## src/design/pft_consts.svh

```systemverilog
// timing counts and reset values of the profile frame output timing block
`ifndef PFT_CONSTS_SVH
`define PFT_CONSTS_SVH

// all periods below are in pixel clock cycles
`define PFT_FS_LOW_CYC 36
`define PFT_COG_LEAD_CYC 10
`define PFT_COG_AT (`PFT_FS_LOW_CYC - `PFT_COG_LEAD_CYC)
// 23.5 cycles: armed 24 rises ahead, taken on the following falling edge
`define PFT_SET_LEAD_CYC 24
`define PFT_LS_LOW_CYC 60
`define PFT_PIX_ON_CYC 8
`define PFT_PIX_OFF_CYC 4
`define PFT_PIX_SLOT_CYC (`PFT_PIX_ON_CYC + `PFT_PIX_OFF_CYC)
`define PFT_WAIT_BASE 6
`define PFT_WAIT_MUL 12
`define PFT_WAIT_ADD 40
`define PFT_EXT_ROUND 6
`define PFT_EXT_STEP 12
// 84.5 cycles: whole part counted on rises, half cycle on the next falling edge
`define PFT_EXT_BASE 84
`define PFT_TRIG_TO_FS_CYC 48
`define PFT_TRIG_TO_FS_MIN 42
`define PFT_TRIG_TO_FS_MAX 54
`define PFT_WAIT_W 24
`define PFT_FRAME_T_W 16
`define PFT_BUF_DEPTH 2
`define PFT_BLANK_DATA 8'h00

`endif

```

## src/design/pft_pkg.sv

```systemverilog
// types shared by the profile frame output timing block
package pft_pkg;

  typedef enum logic [2:0] {
    ST_WAIT   = 3'b000,
    ST_FS_LOW = 3'b001,
    ST_X_GAP  = 3'b011,
    ST_X_DATA = 3'b010,
    ST_Y_GAP  = 3'b110,
    ST_Y_DATA = 3'b111
  } state_t;

  typedef struct packed {
    logic ext_mode;
    logic [7:0] window_width;
    logic [7:0] blanking;
  } settings_t;

  typedef struct packed {
    logic frame_sync;
    logic line_sync;
    logic [7:0] data;
  } video_t;

endpackage : pft_pkg

```

## src/design/pixel_pair_buf.sv

```systemverilog
// two-entry pixel buffer with valid and ready on both sides
`timescale 1ns/100ps
`default_nettype none
`include "pft_consts.svh"

module pixel_pair_buf (
  input wire logic core_clk_i,
  input wire logic rst_n_i,
  input wire logic in_valid_i,
  output logic in_ready_o,
  input wire logic [7:0] in_data_i,
  output logic out_valid_o,
  input wire logic out_ready_i,
  output logic [7:0] out_data_o
);

  logic [7:0] mem_q [`PFT_BUF_DEPTH];
  logic rd_q;
  logic wr_q;
  logic [1:0] cnt_q;
  logic push;
  logic pop;

  assign in_ready_o = (cnt_q != 2'(`PFT_BUF_DEPTH));
  assign out_valid_o = (cnt_q != 2'h0);
  assign out_data_o = mem_q[rd_q];
  assign push = in_valid_i && in_ready_o;
  assign pop = out_valid_o && out_ready_i;

  always_ff @(posedge core_clk_i) begin
    if (push) begin
      mem_q[wr_q] <= in_data_i;
    end
  end

  always_ff @(posedge core_clk_i) begin
    if (!rst_n_i) begin
      rd_q <= 1'b0;
      wr_q <= 1'b0;
      cnt_q <= 2'h0;
    end else begin
      if (push) begin
        wr_q <= ~wr_q;
      end
      if (pop) begin
        rd_q <= ~rd_q;
      end
      cnt_q <= cnt_q + 2'(push) - 2'(pop);
    end
  end
endmodule : pixel_pair_buf
`default_nettype wire

```

## src/design/profile_frame_output_timing.sv

```systemverilog
// frame, line and pixel output timing of the profile sensor
// Contract
// RULE1: settings take effect 23.5 cycles before frame_sync falls; frame_sync low 36 cycles.
// RULE2: centroid results refreshed 10 cycles before frame_sync rises.
// RULE3: integration ends under one cycle after frame_sync rises.
// RULE4: each pixel shown 8 cycles, blanked 4; line_sync low 60 cycles. A window_width of 0 keeps line_sync low 120 cycles through both gaps.
// RULE5: X projection group first, then Y group, with a gap between.
// RULE6: internal mode waits (6+window_width)*blanking*12+40 cycles before frame_sync falls.
// RULE7: external party drops start_trigger some freely chosen time after frame_sync rises.
// RULE8: external mode integration starts int((D+6)/12)*12+84.5 cycles after frame_sync rises.
// RULE9: external mode frame_sync falls 42 to 54 cycles after start_trigger rises.
// RULE10: 8-bit pixel_data with frame_sync, line_sync and pixel_clock outputs.
// RULE11: periods counted in pixel clocks; half cycles on the opposite edge.
// RULE12: settings latched only at the update point, constant within a frame.
`timescale 1ns/100ps
`default_nettype none
`include "pft_consts.svh"

module profile_frame_output_timing (
  input wire logic core_clk_i,
  input wire logic rst_n_i,
  input wire logic pix_clk_in_i,
  input wire logic start_trigger_i,
  input wire pft_pkg::settings_t settings_i,
  input wire logic [15:0] cog_result_i,
  input wire logic pix_valid_i,
  output logic pix_ready_o,
  input wire logic [7:0] pix_data_i,
  output pft_pkg::video_t video_o,
  output logic pixel_clock_o,
  output logic [15:0] cog_result_o,
  output pft_pkg::settings_t settings_o,
  output logic integrating_o,
  output logic int_start_o,
  output logic int_end_o
);

  // ****************************************
  // pin synchronisers and edge detection
  // ****************************************
  logic [2:0] pclk_sync_q;
  logic [2:0] trig_sync_q;
  logic rise_ev;
  logic fall_ev;
  logic trig_rise;
  logic trig_fall;

  always_ff @(posedge core_clk_i) begin
    if (!rst_n_i) begin
      pclk_sync_q <= 3'h0;
      trig_sync_q <= 3'h7;
    end else begin
      pclk_sync_q <= {pclk_sync_q[1:0], pix_clk_in_i};
      trig_sync_q <= {trig_sync_q[1:0], start_trigger_i};
    end
  end

  assign rise_ev = pclk_sync_q[1] && !pclk_sync_q[2];
  assign fall_ev = !pclk_sync_q[1] && pclk_sync_q[2];
  assign trig_rise = trig_sync_q[1] && !trig_sync_q[2];
  assign trig_fall = !trig_sync_q[1] && trig_sync_q[2];

  // ****************************************
  // helpers
  // ****************************************
  function automatic logic [`PFT_WAIT_W-1:0] wait_len(input pft_pkg::settings_t s);
    logic [`PFT_WAIT_W-1:0] w;
    w = `PFT_WAIT_W'(s.window_width) + `PFT_WAIT_W'(`PFT_WAIT_BASE);
    w = `PFT_WAIT_W'(w * `PFT_WAIT_W'(s.blanking));
    return `PFT_WAIT_W'(w * `PFT_WAIT_W'(`PFT_WAIT_MUL)) + `PFT_WAIT_W'(`PFT_WAIT_ADD);
  endfunction : wait_len

  function automatic logic [`PFT_FRAME_T_W-1:0] ext_start_at(input logic [`PFT_FRAME_T_W-1:0] d);
    logic [`PFT_FRAME_T_W-1:0] k;
    k = `PFT_FRAME_T_W'((d + `PFT_FRAME_T_W'(`PFT_EXT_ROUND)) / `PFT_FRAME_T_W'(`PFT_EXT_STEP));
    return `PFT_FRAME_T_W'(k * `PFT_FRAME_T_W'(`PFT_EXT_STEP)) + `PFT_FRAME_T_W'(`PFT_EXT_BASE);
  endfunction : ext_start_at

  // ****************************************
  // pixel buffer
  // ****************************************
  logic buf_valid;
  logic buf_ready;
  logic [7:0] buf_data;

  pixel_pair_buf u_buf (
    .core_clk_i(core_clk_i),
    .rst_n_i(rst_n_i),
    .in_valid_i(pix_valid_i),
    .in_ready_o(pix_ready_o),
    .in_data_i(pix_data_i),
    .out_valid_o(buf_valid),
    .out_ready_i(buf_ready),
    .out_data_o(buf_data)
  );

  // ****************************************
  // frame sequencer
  // ****************************************
  pft_pkg::state_t state_q;
  pft_pkg::settings_t set_q;
  logic [`PFT_WAIT_W-1:0] rem_q;
  logic [7:0] cnt_q;
  logic [3:0] slot_q;
  logic [7:0] pix_q;
  logic trig_pend_q;
  logic set_arm_q;
  logic set_upd_q;
  logic cog_upd_q;
  logic data_st;
  logic last_pix;

  assign data_st = (state_q == pft_pkg::ST_X_DATA) || (state_q == pft_pkg::ST_Y_DATA);
  assign last_pix = (pix_q == set_q.window_width - 8'h01) && (slot_q == 4'(`PFT_PIX_SLOT_CYC - 1));
  // a pixel is taken at the start of its slot; an empty buffer shows blank data
  assign buf_ready = rise_ev && data_st && (slot_q == 4'h0);

  always_ff @(posedge core_clk_i) begin
    if (!rst_n_i) begin
      state_q <= pft_pkg::ST_WAIT;
      rem_q <= `PFT_WAIT_W'(`PFT_WAIT_ADD);
      cnt_q <= 8'h00;
      slot_q <= 4'h0;
      pix_q <= 8'h00;
      video_o <= '{frame_sync: 1'b1, line_sync: 1'b1, data: `PFT_BLANK_DATA};
    end else if (rise_ev) begin
      cnt_q <= cnt_q + 8'h01;
      case (state_q)
        pft_pkg::ST_WAIT: begin
          // RULE9 trigger sets delay
          if (set_q.ext_mode && trig_pend_q && rem_q == '0) begin
            rem_q <= `PFT_WAIT_W'(`PFT_TRIG_TO_FS_CYC);
          end else if (rem_q != '0) begin
            rem_q <= rem_q - `PFT_WAIT_W'(1);
          end
          // RULE1 frame sync falls
          if (rem_q == `PFT_WAIT_W'(1)) begin
            state_q <= pft_pkg::ST_FS_LOW;
            video_o.frame_sync <= 1'b0;
            cnt_q <= 8'h00;
          end
        end
        pft_pkg::ST_FS_LOW: begin
          // RULE1 low for 36
          if (cnt_q == 8'(`PFT_FS_LOW_CYC - 1)) begin
            video_o.frame_sync <= 1'b1;
            video_o.line_sync <= 1'b0;
            state_q <= pft_pkg::ST_X_GAP;
            cnt_q <= 8'h00;
          end
        end
        pft_pkg::ST_X_GAP, pft_pkg::ST_Y_GAP: begin
          // RULE4 line sync low 60
          if (cnt_q == 8'(`PFT_LS_LOW_CYC - 1)) begin
            video_o.line_sync <= 1'b1;
            slot_q <= 4'h0;
            pix_q <= 8'h00;
            // RULE5 X group before Y group
            if (set_q.window_width == 8'h00) begin
              state_q <= (state_q == pft_pkg::ST_X_GAP) ? pft_pkg::ST_Y_GAP : pft_pkg::ST_WAIT;
              video_o.line_sync <= (state_q != pft_pkg::ST_X_GAP);
              rem_q <= set_q.ext_mode ? '0 : wait_len(set_q);
              cnt_q <= 8'h00;
            end else begin
              state_q <= (state_q == pft_pkg::ST_X_GAP) ? pft_pkg::ST_X_DATA : pft_pkg::ST_Y_DATA;
            end
          end
        end
        pft_pkg::ST_X_DATA, pft_pkg::ST_Y_DATA: begin
          // RULE4 8 on, 4 blank
          if (slot_q == 4'h0) begin
            video_o.data <= buf_valid ? buf_data : `PFT_BLANK_DATA;
          end else if (slot_q == 4'(`PFT_PIX_ON_CYC)) begin
            video_o.data <= `PFT_BLANK_DATA;
          end
          slot_q <= (slot_q == 4'(`PFT_PIX_SLOT_CYC - 1)) ? 4'h0 : slot_q + 4'h1;
          if (slot_q == 4'(`PFT_PIX_SLOT_CYC - 1)) begin
            pix_q <= pix_q + 8'h01;
          end
          if (last_pix) begin
            cnt_q <= 8'h00;
            // RULE5 gap before Y group
            if (state_q == pft_pkg::ST_X_DATA) begin
              state_q <= pft_pkg::ST_Y_GAP;
              video_o.line_sync <= 1'b0;
            end else begin
              state_q <= pft_pkg::ST_WAIT;
              // RULE6 internal wait length
              rem_q <= set_q.ext_mode ? '0 : wait_len(set_q);
            end
          end
        end
        default: begin
          state_q <= pft_pkg::ST_WAIT;
        end
      endcase
    end
  end

  // RULE9 trigger rise remembered
  always_ff @(posedge core_clk_i) begin
    if (!rst_n_i) begin
      trig_pend_q <= 1'b0;
    end else if (trig_rise) begin
      trig_pend_q <= 1'b1;
    end else if (rise_ev && state_q == pft_pkg::ST_WAIT && rem_q == '0 && set_q.ext_mode) begin
      trig_pend_q <= 1'b0;
    end
  end

  // ****************************************
  // settings and result update points
  // ****************************************
  // RULE12 latched once per frame
  always_ff @(posedge core_clk_i) begin
    if (!rst_n_i) begin
      set_arm_q <= 1'b0;
      set_upd_q <= 1'b0;
      set_q <= '{ext_mode: 1'b0, window_width: 8'h00, blanking: 8'h00};
    end else begin
      set_upd_q <= 1'b0;
      if (rise_ev && state_q == pft_pkg::ST_WAIT && rem_q == `PFT_WAIT_W'(`PFT_SET_LEAD_CYC + 1)) begin
        set_arm_q <= 1'b1;
      end else if (fall_ev && set_arm_q) begin
        // RULE11 half cycle on falling edge
        set_arm_q <= 1'b0;
        set_upd_q <= 1'b1;
        set_q <= settings_i;
      end
    end
  end

  assign settings_o = set_q;

  // RULE2 results refreshed early
  always_ff @(posedge core_clk_i) begin
    if (!rst_n_i) begin
      cog_upd_q <= 1'b0;
      cog_result_o <= 16'h0000;
    end else begin
      cog_upd_q <= rise_ev && state_q == pft_pkg::ST_FS_LOW && cnt_q == 8'(`PFT_COG_AT - 1);
      if (rise_ev && state_q == pft_pkg::ST_FS_LOW && cnt_q == 8'(`PFT_COG_AT - 1)) begin
        cog_result_o <= cog_result_i;
      end
    end
  end

  // ****************************************
  // integration window
  // ****************************************
  logic fs_rise_seen_q;
  logic [`PFT_FRAME_T_W-1:0] t_q;
  logic [`PFT_FRAME_T_W-1:0] start_at_q;
  logic start_pend_q;
  logic start_half_q;

  always_ff @(posedge core_clk_i) begin
    if (!rst_n_i) begin
      fs_rise_seen_q <= 1'b0;
      t_q <= '0;
      start_at_q <= '0;
      start_pend_q <= 1'b0;
      start_half_q <= 1'b0;
      integrating_o <= 1'b1;
      int_start_o <= 1'b0;
      int_end_o <= 1'b0;
    end else begin
      int_start_o <= 1'b0;
      int_end_o <= 1'b0;
      if (rise_ev && state_q == pft_pkg::ST_FS_LOW && cnt_q == 8'(`PFT_FS_LOW_CYC - 1)) begin
        fs_rise_seen_q <= 1'b1;
        t_q <= '0;
        start_pend_q <= 1'b0;
      end else if (rise_ev && t_q != '1) begin
        t_q <= t_q + `PFT_FRAME_T_W'(1);
      end
      // RULE8 delay measured at trigger fall
      if (trig_fall && set_q.ext_mode) begin
        start_at_q <= ext_start_at(t_q);
        start_pend_q <= 1'b1;
      end
      // t_q reaches start_at_q on this rise; waiting for the compare a rise later starts one cycle late
      if (rise_ev && start_pend_q && t_q == start_at_q - `PFT_FRAME_T_W'(1)) begin
        start_pend_q <= 1'b0;
        start_half_q <= 1'b1;
      end
      if (fall_ev && fs_rise_seen_q) begin
        // RULE3 end on next falling edge
        fs_rise_seen_q <= 1'b0;
        integrating_o <= 1'b0;
        int_end_o <= 1'b1;
      end else if (fall_ev && !integrating_o && (start_half_q || !set_q.ext_mode)) begin
        // RULE8 half cycle on falling edge
        start_half_q <= 1'b0;
        integrating_o <= 1'b1;
        int_start_o <= 1'b1;
      end
    end
  end

  // RULE10 pixel clock echoed out
  always_ff @(posedge core_clk_i) begin
    if (!rst_n_i) begin
      pixel_clock_o <= 1'b0;
    end else begin
      pixel_clock_o <= pclk_sync_q[2];
    end
  end

  // ****************************************
  // checks
  // ****************************************
  logic [7:0] h_fs_q;
  logic [7:0] h_ls_q;
  logic [7:0] h_trig_q;
  logic h_ext_wait_q;

  always_ff @(posedge core_clk_i) begin
    if (!rst_n_i) begin
      h_fs_q <= 8'h00;
      h_ls_q <= 8'h00;
      h_trig_q <= 8'h00;
      h_ext_wait_q <= 1'b0;
    end else begin
      // mode on entering the wait decides how the next fall is timed; a switch inside the wait comes too late
      if (state_q != pft_pkg::ST_WAIT) h_ext_wait_q <= set_q.ext_mode;
      if (video_o.frame_sync) h_fs_q <= 8'h00;
      else if (rise_ev) h_fs_q <= h_fs_q + 8'h01;
      if (video_o.line_sync) h_ls_q <= 8'h00;
      else if (rise_ev) h_ls_q <= h_ls_q + 8'h01;
      if (trig_rise) h_trig_q <= 8'h00;
      else if (rise_ev && h_trig_q != 8'hFF) h_trig_q <= h_trig_q + 8'h01;
    end
  end
endmodule : profile_frame_output_timing
`default_nettype wire

```

## config.mk

```make
export PLATFORM = sky130hd
export DESIGN_NAME = profile_frame_output_timing
export DESIGN_NICKNAME = d
export VERILOG_FILES = /design/src/design/pft_pkg.sv /design/src/design/pixel_pair_buf.sv /design/src/design/profile_frame_output_timing.sv
export VERILOG_INCLUDE_DIRS = /design/src /design/src/design
export SDC_FILE = /design/constraint.sdc
export NUM_CORES = 1
export LEC_CHECK = 0
export BUFFER_PORTS_ARGS = -buffer_cell sky130_fd_sc_hd__buf_2
export CORE_MARGIN = 5
export CORE_UTILIZATION = 64
export CTS_BUF_LIST = sky130_fd_sc_hd__clkbuf_8
export CTS_CLUSTER_SIZE = 12
export DETAILED_ROUTE_END_ITERATION = 7
export PLACE_DENSITY = 0.95
export REMOVE_ABC_BUFFERS = 1
export SLEW_MARGIN = 20
export SYNTH_ARGS = -nofsm -noshare
export SYNTH_HDL_FRONTEND = slang
export SYNTH_SLANG_ARGS = --single-unit
```

## constraint.sdc

```tcl
create_clock -name core_clk_i -period 10 [get_ports core_clk_i]
set_clock_uncertainty 0.15 [all_clocks]
set_input_delay 0.5 -clock core_clk_i [delete_from_list [all_inputs] [get_ports core_clk_i]]
set_output_delay 0.5 -clock core_clk_i [all_outputs]
set_load 0.03 [all_outputs]
```

# After elaboration in Yosys (flattened, before gate mapping)
# Memories as Yosys holds them, arrays and structs flattened. A register that Yosys moved wholly into a read port is not among the register bits.
# Index checks and enable logic that the tools add are counted.
dict set report classes {
  add_sub_neg 13
  multipliers 3
  n_eq_ne 26
  bitwise_logic 4
  n_mux 57
  reduce_logical 62
  div 1
}
# cell n
set op_table {}
lappend op_table {{two-way mux 24 bit} 6}
lappend op_table {{two-way mux 8 bit} 10}
lappend op_table {{one-hot mux 24 bit (3 select lines)} 1}
lappend op_table {{one-hot mux 8 bit (4 select lines)} 1}
lappend op_table {{logical AND 1 bit} 26}
lappend op_table {{== test 24 x 1 -> 1 bit, second input constant} 1}
lappend op_table {{== test 24 x 5 -> 1 bit, second input constant} 1}
lappend op_table {{logical NOT 24 bit} 1}
lappend op_table {{two-way mux 3 bit} 8}
lappend op_table {{nonzero test 24 bit} 1}
lappend op_table {{subtractor 24 x 1 -> 24 bit, second input constant} 1}
lappend op_table {{adder 21 x 6 -> 22 bit, second input constant} 1}
lappend op_table {{two-way mux 1 bit} 22}
lappend op_table {{two-way mux 22 bit} 1}
lappend op_table {{multiplier 17 x 2 -> 19 bit, second input constant} 1}
lappend op_table {{multiplier 9 x 8 -> 17 bit} 1}
lappend op_table {{adder 16 x 1 -> 16 bit, second input constant} 1}
lappend op_table {{adder 16 x 3 -> 16 bit, second input constant} 1}
lappend op_table {{adder 16 x 7 -> 16 bit, second input constant} 1}
lappend op_table {{adder 8 x 1 -> 8 bit, second input constant} 2}
lappend op_table {{divider 16 x 4 -> 16 bit, second input constant} 1}
lappend op_table {{== test 16 bit} 1}
lappend op_table {{== test 8 x 6 -> 1 bit, second input constant} 2}
lappend op_table {{multiplier 16 x 2 -> 14 bit, second input constant} 1}
lappend op_table {{39 further kinds} 73}
dict set report totals {
  memories 1
  elab_cells 195
  output_inout_bits 48
  in_bits 46
  ram_bits 16
  ff_bits 141
}
# name depth word_bits read_ports rd_clocked_by_memory_dff wr line_no
set mem_list {}
lappend mem_list {u_buf.mem_q 2 8 1 1 1 pixel_pair_buf.sv:17} ;# logic [7:0] mem_q [`PFT_BUF_DEPTH];

# Longest topological paths before layout
dict set report logic_depth {
  word_depth 8
  mapped_depth 38
  depth_no_buf 36
}

# By module
# Synthesis repeated with hierarchy kept, for this count alone.
dict set report unflattened {
  cells_unflattened 1696
  hier_area_um2 13455.4
}
# module seq_area_each_um2 area_per_inst_um2 cells_each n_inst
set by_module_without_submodules {}
lappend by_module_without_submodules {profile_frame_output_timing 2702.6 12644.6 1647 1}
lappend by_module_without_submodules {pixel_pair_buf 580.6 810.8 49 1}

# Worst setup path before layout
# OpenSTA, ideal clock, no wires.
dict set report synth_path {
  kind {reg-to-reg}
  startpoint {reg set_q, in the netlist settings_o[9]}
  endpoint {reg rem_q[21]}
  path_slack_ns 2.146
  path_buffers 1
  required_ns 9.780
  t_arrival_ns 7.634
  stages_incl_launch_ff 28
  setup_ns 0.070
  synth_period_minus_slack_ns 7.854
  path_cell_list {dfxtp_1 clkbuf_1 inv_1 ha_1 xnor2_1 nand2_1 fa_1 fa_1 inv_1 fa_1 fa_1 ha_1 a21oi_1 o21bai_1 a21oi_1 o21bai_1 a21oi_1 o21bai_1 a21oi_1 o21bai_1 a21oi_1 xnor2_1 ha_1 or4b_2 nand3_1 nand4_1 or4b_2 a21oi_1}
}
dict set report synth_via {
  elab_chain_cells 8
  elab_cells_between_ends 17
  cone_classes {add/sub (3); mul (2); eq/ne (3); mux (6); reduce/logical (3)}
}
# element line_no
set synth_lines {}
lappend synth_lines {{start, declared} profile_frame_output_timing.sv:101} ;# pft_pkg::settings_t set_q;
lappend synth_lines {{start signal, assigned} profile_frame_output_timing.sv:219} ;# set_q <= '{ext_mode: 1'b0, window_width: 8'h00, blanking: 8'h00};
lappend synth_lines {{start signal, assigned} profile_frame_output_timing.sv:228} ;# set_q <= settings_i;
lappend synth_lines {{adder 8 x 3 -> 9 bit (no source line)} --}
lappend synth_lines {{multiplier 9 x 8 -> 17 bit} profile_frame_output_timing.sv:69} ;# w = `PFT_WAIT_W'(w * `PFT_WAIT_W'(s.blanking));
lappend synth_lines {{multiplier 17 x 2 -> 19 bit} profile_frame_output_timing.sv:70} ;# return `PFT_WAIT_W'(w * `PFT_WAIT_W'(`PFT_WAIT_MUL)) + `PFT_WAIT_W'(`PFT_WAIT_ADD);
lappend synth_lines {{adder 21 x 6 -> 22 bit (no source line)} --}
lappend synth_lines {{two-way mux 22 bit} {profile_frame_output_timing.sv:162, profile_frame_output_timing.sv:189}}
lappend synth_lines {{two-way mux 24 bit, on equally long branches} {profile_frame_output_timing.sv:183, profile_frame_output_timing.sv:159}}
lappend synth_lines {{two-way mux 24 bit, on equally long branches} {profile_frame_output_timing.sv:180, profile_frame_output_timing.sv:154}}
lappend synth_lines {{one-hot mux 24 bit (3 select lines)} profile_frame_output_timing.sv:128} ;# case (state_q)
lappend synth_lines {{end signal, assigned} profile_frame_output_timing.sv:132} ;# rem_q <= `PFT_WAIT_W'(`PFT_TRIG_TO_FS_CYC);
lappend synth_lines {{end signal, assigned} profile_frame_output_timing.sv:162} ;# rem_q <= set_q.ext_mode ? '0 : wait_len(set_q);
lappend synth_lines {{end signal, assigned} profile_frame_output_timing.sv:189} ;# rem_q <= set_q.ext_mode ? '0 : wait_len(set_q);
lappend synth_lines {{end, declared} profile_frame_output_timing.sv:102} ;# logic [`PFT_WAIT_W-1:0] rem_q;
# Parallel ways exist; a longest one is shown, timed or not. The select of a mux whose other input is x is not followed.
# A chain may end at the register's enable or synchronous reset.

# Final worst setup path
dict set report layout_path {
  startpoint {reg t_q[2]}
  endpoint {reg start_at_q[15]}
}
dict set report layout_via {
  elab_chain_cells 4
}
# element line_no
set layout_lines {}
lappend layout_lines {{start, declared} profile_frame_output_timing.sv:252} ;# logic [`PFT_FRAME_T_W-1:0] t_q;
lappend layout_lines {{start signal, assigned} profile_frame_output_timing.sv:275} ;# t_q <= t_q + `PFT_FRAME_T_W'(1);
lappend layout_lines {{adder 16 x 3 -> 16 bit} profile_frame_output_timing.sv:75} ;# k = `PFT_FRAME_T_W'((d + `PFT_FRAME_T_W'(`PFT_EXT_ROUND)) / `PFT_FRAME_T_W'(`PFT_EXT_STEP));
lappend layout_lines {{divider 16 x 4 -> 16 bit} profile_frame_output_timing.sv:75}
lappend layout_lines {{multiplier 16 x 2 -> 14 bit} profile_frame_output_timing.sv:76} ;# return `PFT_FRAME_T_W'(k * `PFT_FRAME_T_W'(`PFT_EXT_STEP)) + `PFT_FRAME_T_W'(`PFT_EXT_BASE);
lappend layout_lines {{adder 16 x 7 -> 16 bit (no source line)} --}
lappend layout_lines {{end signal, assigned} profile_frame_output_timing.sv:279} ;# start_at_q <= ext_start_at(t_q);
lappend layout_lines {{end, declared} profile_frame_output_timing.sv:253} ;# logic [`PFT_FRAME_T_W-1:0] start_at_q;
# No other way between the ends.

==> impl_metrics.tcl <==
set metrics [dict create \
    outcome "completed" \
    netlist_instances 1738 \
    setup_tns_ns 0 \
    hold_viol 0 \
    final_common_cell "nand2_1" \
    finalWeightedCongestion 0.928 \
    htreeDepth 4 \
    max_freq_ghz 0.116 \
    die-area_mm2 0.0248 \
    clk_transition_reported_paths_ns 0.12 \
    startpoint "t_q[2]" \
    worstSetupPathType "flip-flop to flip-flop" \
    fin_nets 1943 \
    grt_max_degree 89 \
    cts_max_path_buffers 2 \
    antenna_found_initial 0 \
    yosysUniqueCellTypes 102 \
    overflow 0 \
    cpMaxStageDelayCell "a32oi_2" \
    power.density_mw_per_mm2 81.4 \
    r2r_setup_slack_ns 1.38 \
    io_buffers 93 \
    final_cell_mix "nand2_1 (196), dfxtp_1 (140), nor2_1 (121)" \
    r2r_start "t_q[2]" \
    crit_arrival_ns 8.85 \
    die_h_um 157 \
    routed_wl_um 35800 \
    min_period_over_period 0.862 \
    num_antenna_cells 0 \
    whs_path_depth 1 \
    setup_viol 0 \
    worst-r2r-cell-count 32 \
    yosys_warnings 0 \
    fp-row-count 54 \
    syn2layout_area_growth_pct 6.41 \
    cp_max_fo 15 \
    drc 0 \
    track_usage 0.285 \
    die_w_um 157 \
    post_route_cells_drive_above_1_share 0.106 \
    grt_pass1_wl_um 58900 \
    path_common_cell "a21oi_1" \
    first_pass_iters 6 \
    fin_crit_ns 8.62 \
    initial_core_util 0.644 \
    viasPerCell 6.34 \
    synth_seq_cells 156 \
    ant_nets 0 \
    cts_resized 0 \
    synth_flop_cell "dfxtp_1" \
    endpoint_kind "flip-flop" \
    core_area_mm2 0.0216 \
    max_slew.worst_pin.slew_ns 1.18 \
    vdd_drop_max_uv 93.5 \
    root_buffer "clkbuf_8" \
    avgSynthCellArea_um2 8.01 \
    numCtsBuffers 17 \
    crit_end "start_at_q[15]" \
    cts_hold_buffers 0 \
    dpl_worst_slack_ns 1.65 \
    cts_sinks 156 \
    seq_area_frac_synth 0.236 \
    fin_area_mm2 0.0148 \
    num_vias 13041 \
    post_cts.repair.setup_buffers 0 \
    io_pins 94 \
    synth_edf_count 16 \
    cts_tree "built" \
    netlist_area_mm2 0.0139 \
    clk_latency_ns 0.49 \
    grt_pass1_vias 12567 \
    worstPathRequired_ns 10.23 \
    regToRegEndpoint "start_at_q[15]" \
    p_leak_uw 0.00612 \
    drv_slew 0 \
    wl_per_cell_um 17.4 \
    worst_setup_path_start_kind "flip-flop" \
    rsz0062_at_grt "no" \
    cpPeakStageDelay_ns 0.73 \
    maxSlewHeadroom 0.206 \
    place_hpwl_um 26300 \
    first_iter_violations 1480 \
    hold_class "input pin to flip-flop" \
    drv_cap 0 \
    worst_slack_ns 1.38 \
    dpl_cell_area_mm2 0.0144 \
    synthArstFlopShare 0 \
]
-- where the power goes --
part | switching, uW | leakage [uW] | internal [uW]
sequential | 5.77 | 0.00128 | 641
combinational | 31.6 | 0.00463 | 22.1
clock | 310 | 0.000209 | 196
total | 347 | 0.00612 | 858
-- how the worst min path moves through the flow --
stage,start,endpoint,slack (ns)
6_report,pix_data_i[5],u_buf.mem_q[1][5],0.05
2_1_floorplan,trig_sync_q[0],trig_sync_q[1],0.24
5_1_grt,pix_data_i[3],u_buf.mem_q[0][3],0.03
3_3_place_gp,trig_sync_q[0],trig_sync_q[1],0.24
4_1_cts,pix_data_i[3],u_buf.mem_q[0][3],0.04
3_5_place_dp,trig_sync_q[0],trig_sync_q[1],0.26
-- synth_stat cells (all sizes together) (17+ instances only) --
library cell,count,share of area
a21boi,26,0.014
a21oi,79,0.029
a31oi,22,0.011
and2,59,0.027
buf,25,0.012
clkbuf,69,0.019
dfxtp,140,0.20
fa,44,0.063
ha,90,0.081
inv,116,0.031
mux2i,34,0.024
nand2,198,0.054
nand2b,21,0.0094
nand3,54,0.020
nand4,31,0.016
nor2,124,0.034
nor2b,47,0.021
nor3,38,0.014
nor4,21,0.011
o21ai,100,0.036
o21bai,26,0.014
o31ai,17,0.0099
xnor2,101,0.065
xor2,57,0.038
-- worst max-delay path, delay by kind of cell (launching register included) --
family / cells / cell delay [ns]
adders and majority gates: 3 / 0.95
DFF: 1 / 0.57
buffers and inverters: 2 / 0.32
and+or+nand+nor: 11 / 2.46
AOI/OAI and AO/OA: 15 / 3.91
xor gates and xnor gates: 1 / 0.14
-- through the flow --
stage | hold WS, ns | utilization | total power [uW] | std cells
5_1_grt | 0.0253 | 0.685 | 1240 | 2056
6_report | 0.0496 | 0.685 | 1210 | 2056
3_3_place_gp | 0.241 | 0.665 | 710 | 2024
3_5_place_dp | 0.261 | 0.665 | 714 | 2024
2_1_floorplan | 0.236 | - | 689 | 1644
4_1_cts | 0.0391 | 0.684 | 1210 | 2056
-- cell type report --
class,count,area (um2)
multi-input cells,1372,9800
fillers,1560,6810
flip-flops and latches,156,3280
repair buffers,100,518
inverters,116,435
well taps,280,350
clock buffers,17,234
clock inverters,15,190
-- sequential cells by signal (all words and copies together), names as in the netlist, 8 cells and up, named ones only --
name / cells
video_o: 10
cog_result_o: 16
settings_o: 17
rem_q: 24
start_at_q: 14
t_q: 16
pix_q: 8
u_buf.mem_q: 16
cnt_q: 8
-- logic make-up (layout without fill, tap and decap cells) --
group	count (synthesis)	after routing	synth area share
simple gates	654	654	0.239
buf+inv	210	248	0.0615
fa+ha+maj	135	135	0.145
flops	156	156	0.236
xor+xnor	158	158	0.103
compound gates	389	389	0.190
mux	36	36	0.0261
-- metal layers --
| layer | up-vias | GRT usage | routed length, um |
|---|---|---|---|
| met4 | 0 | 0.127 | 1370 |
| met1 | 6103 | 0.362 | 14300 |
| met2 | 717 | 0.476 | 16800 |
| li1 | 6078 | - | - |
| met3 | 143 | 0.0500 | 3290 |
| met5 | - | 0 | 0 |
Note: power is estimated with default switching activity, not from simulation.
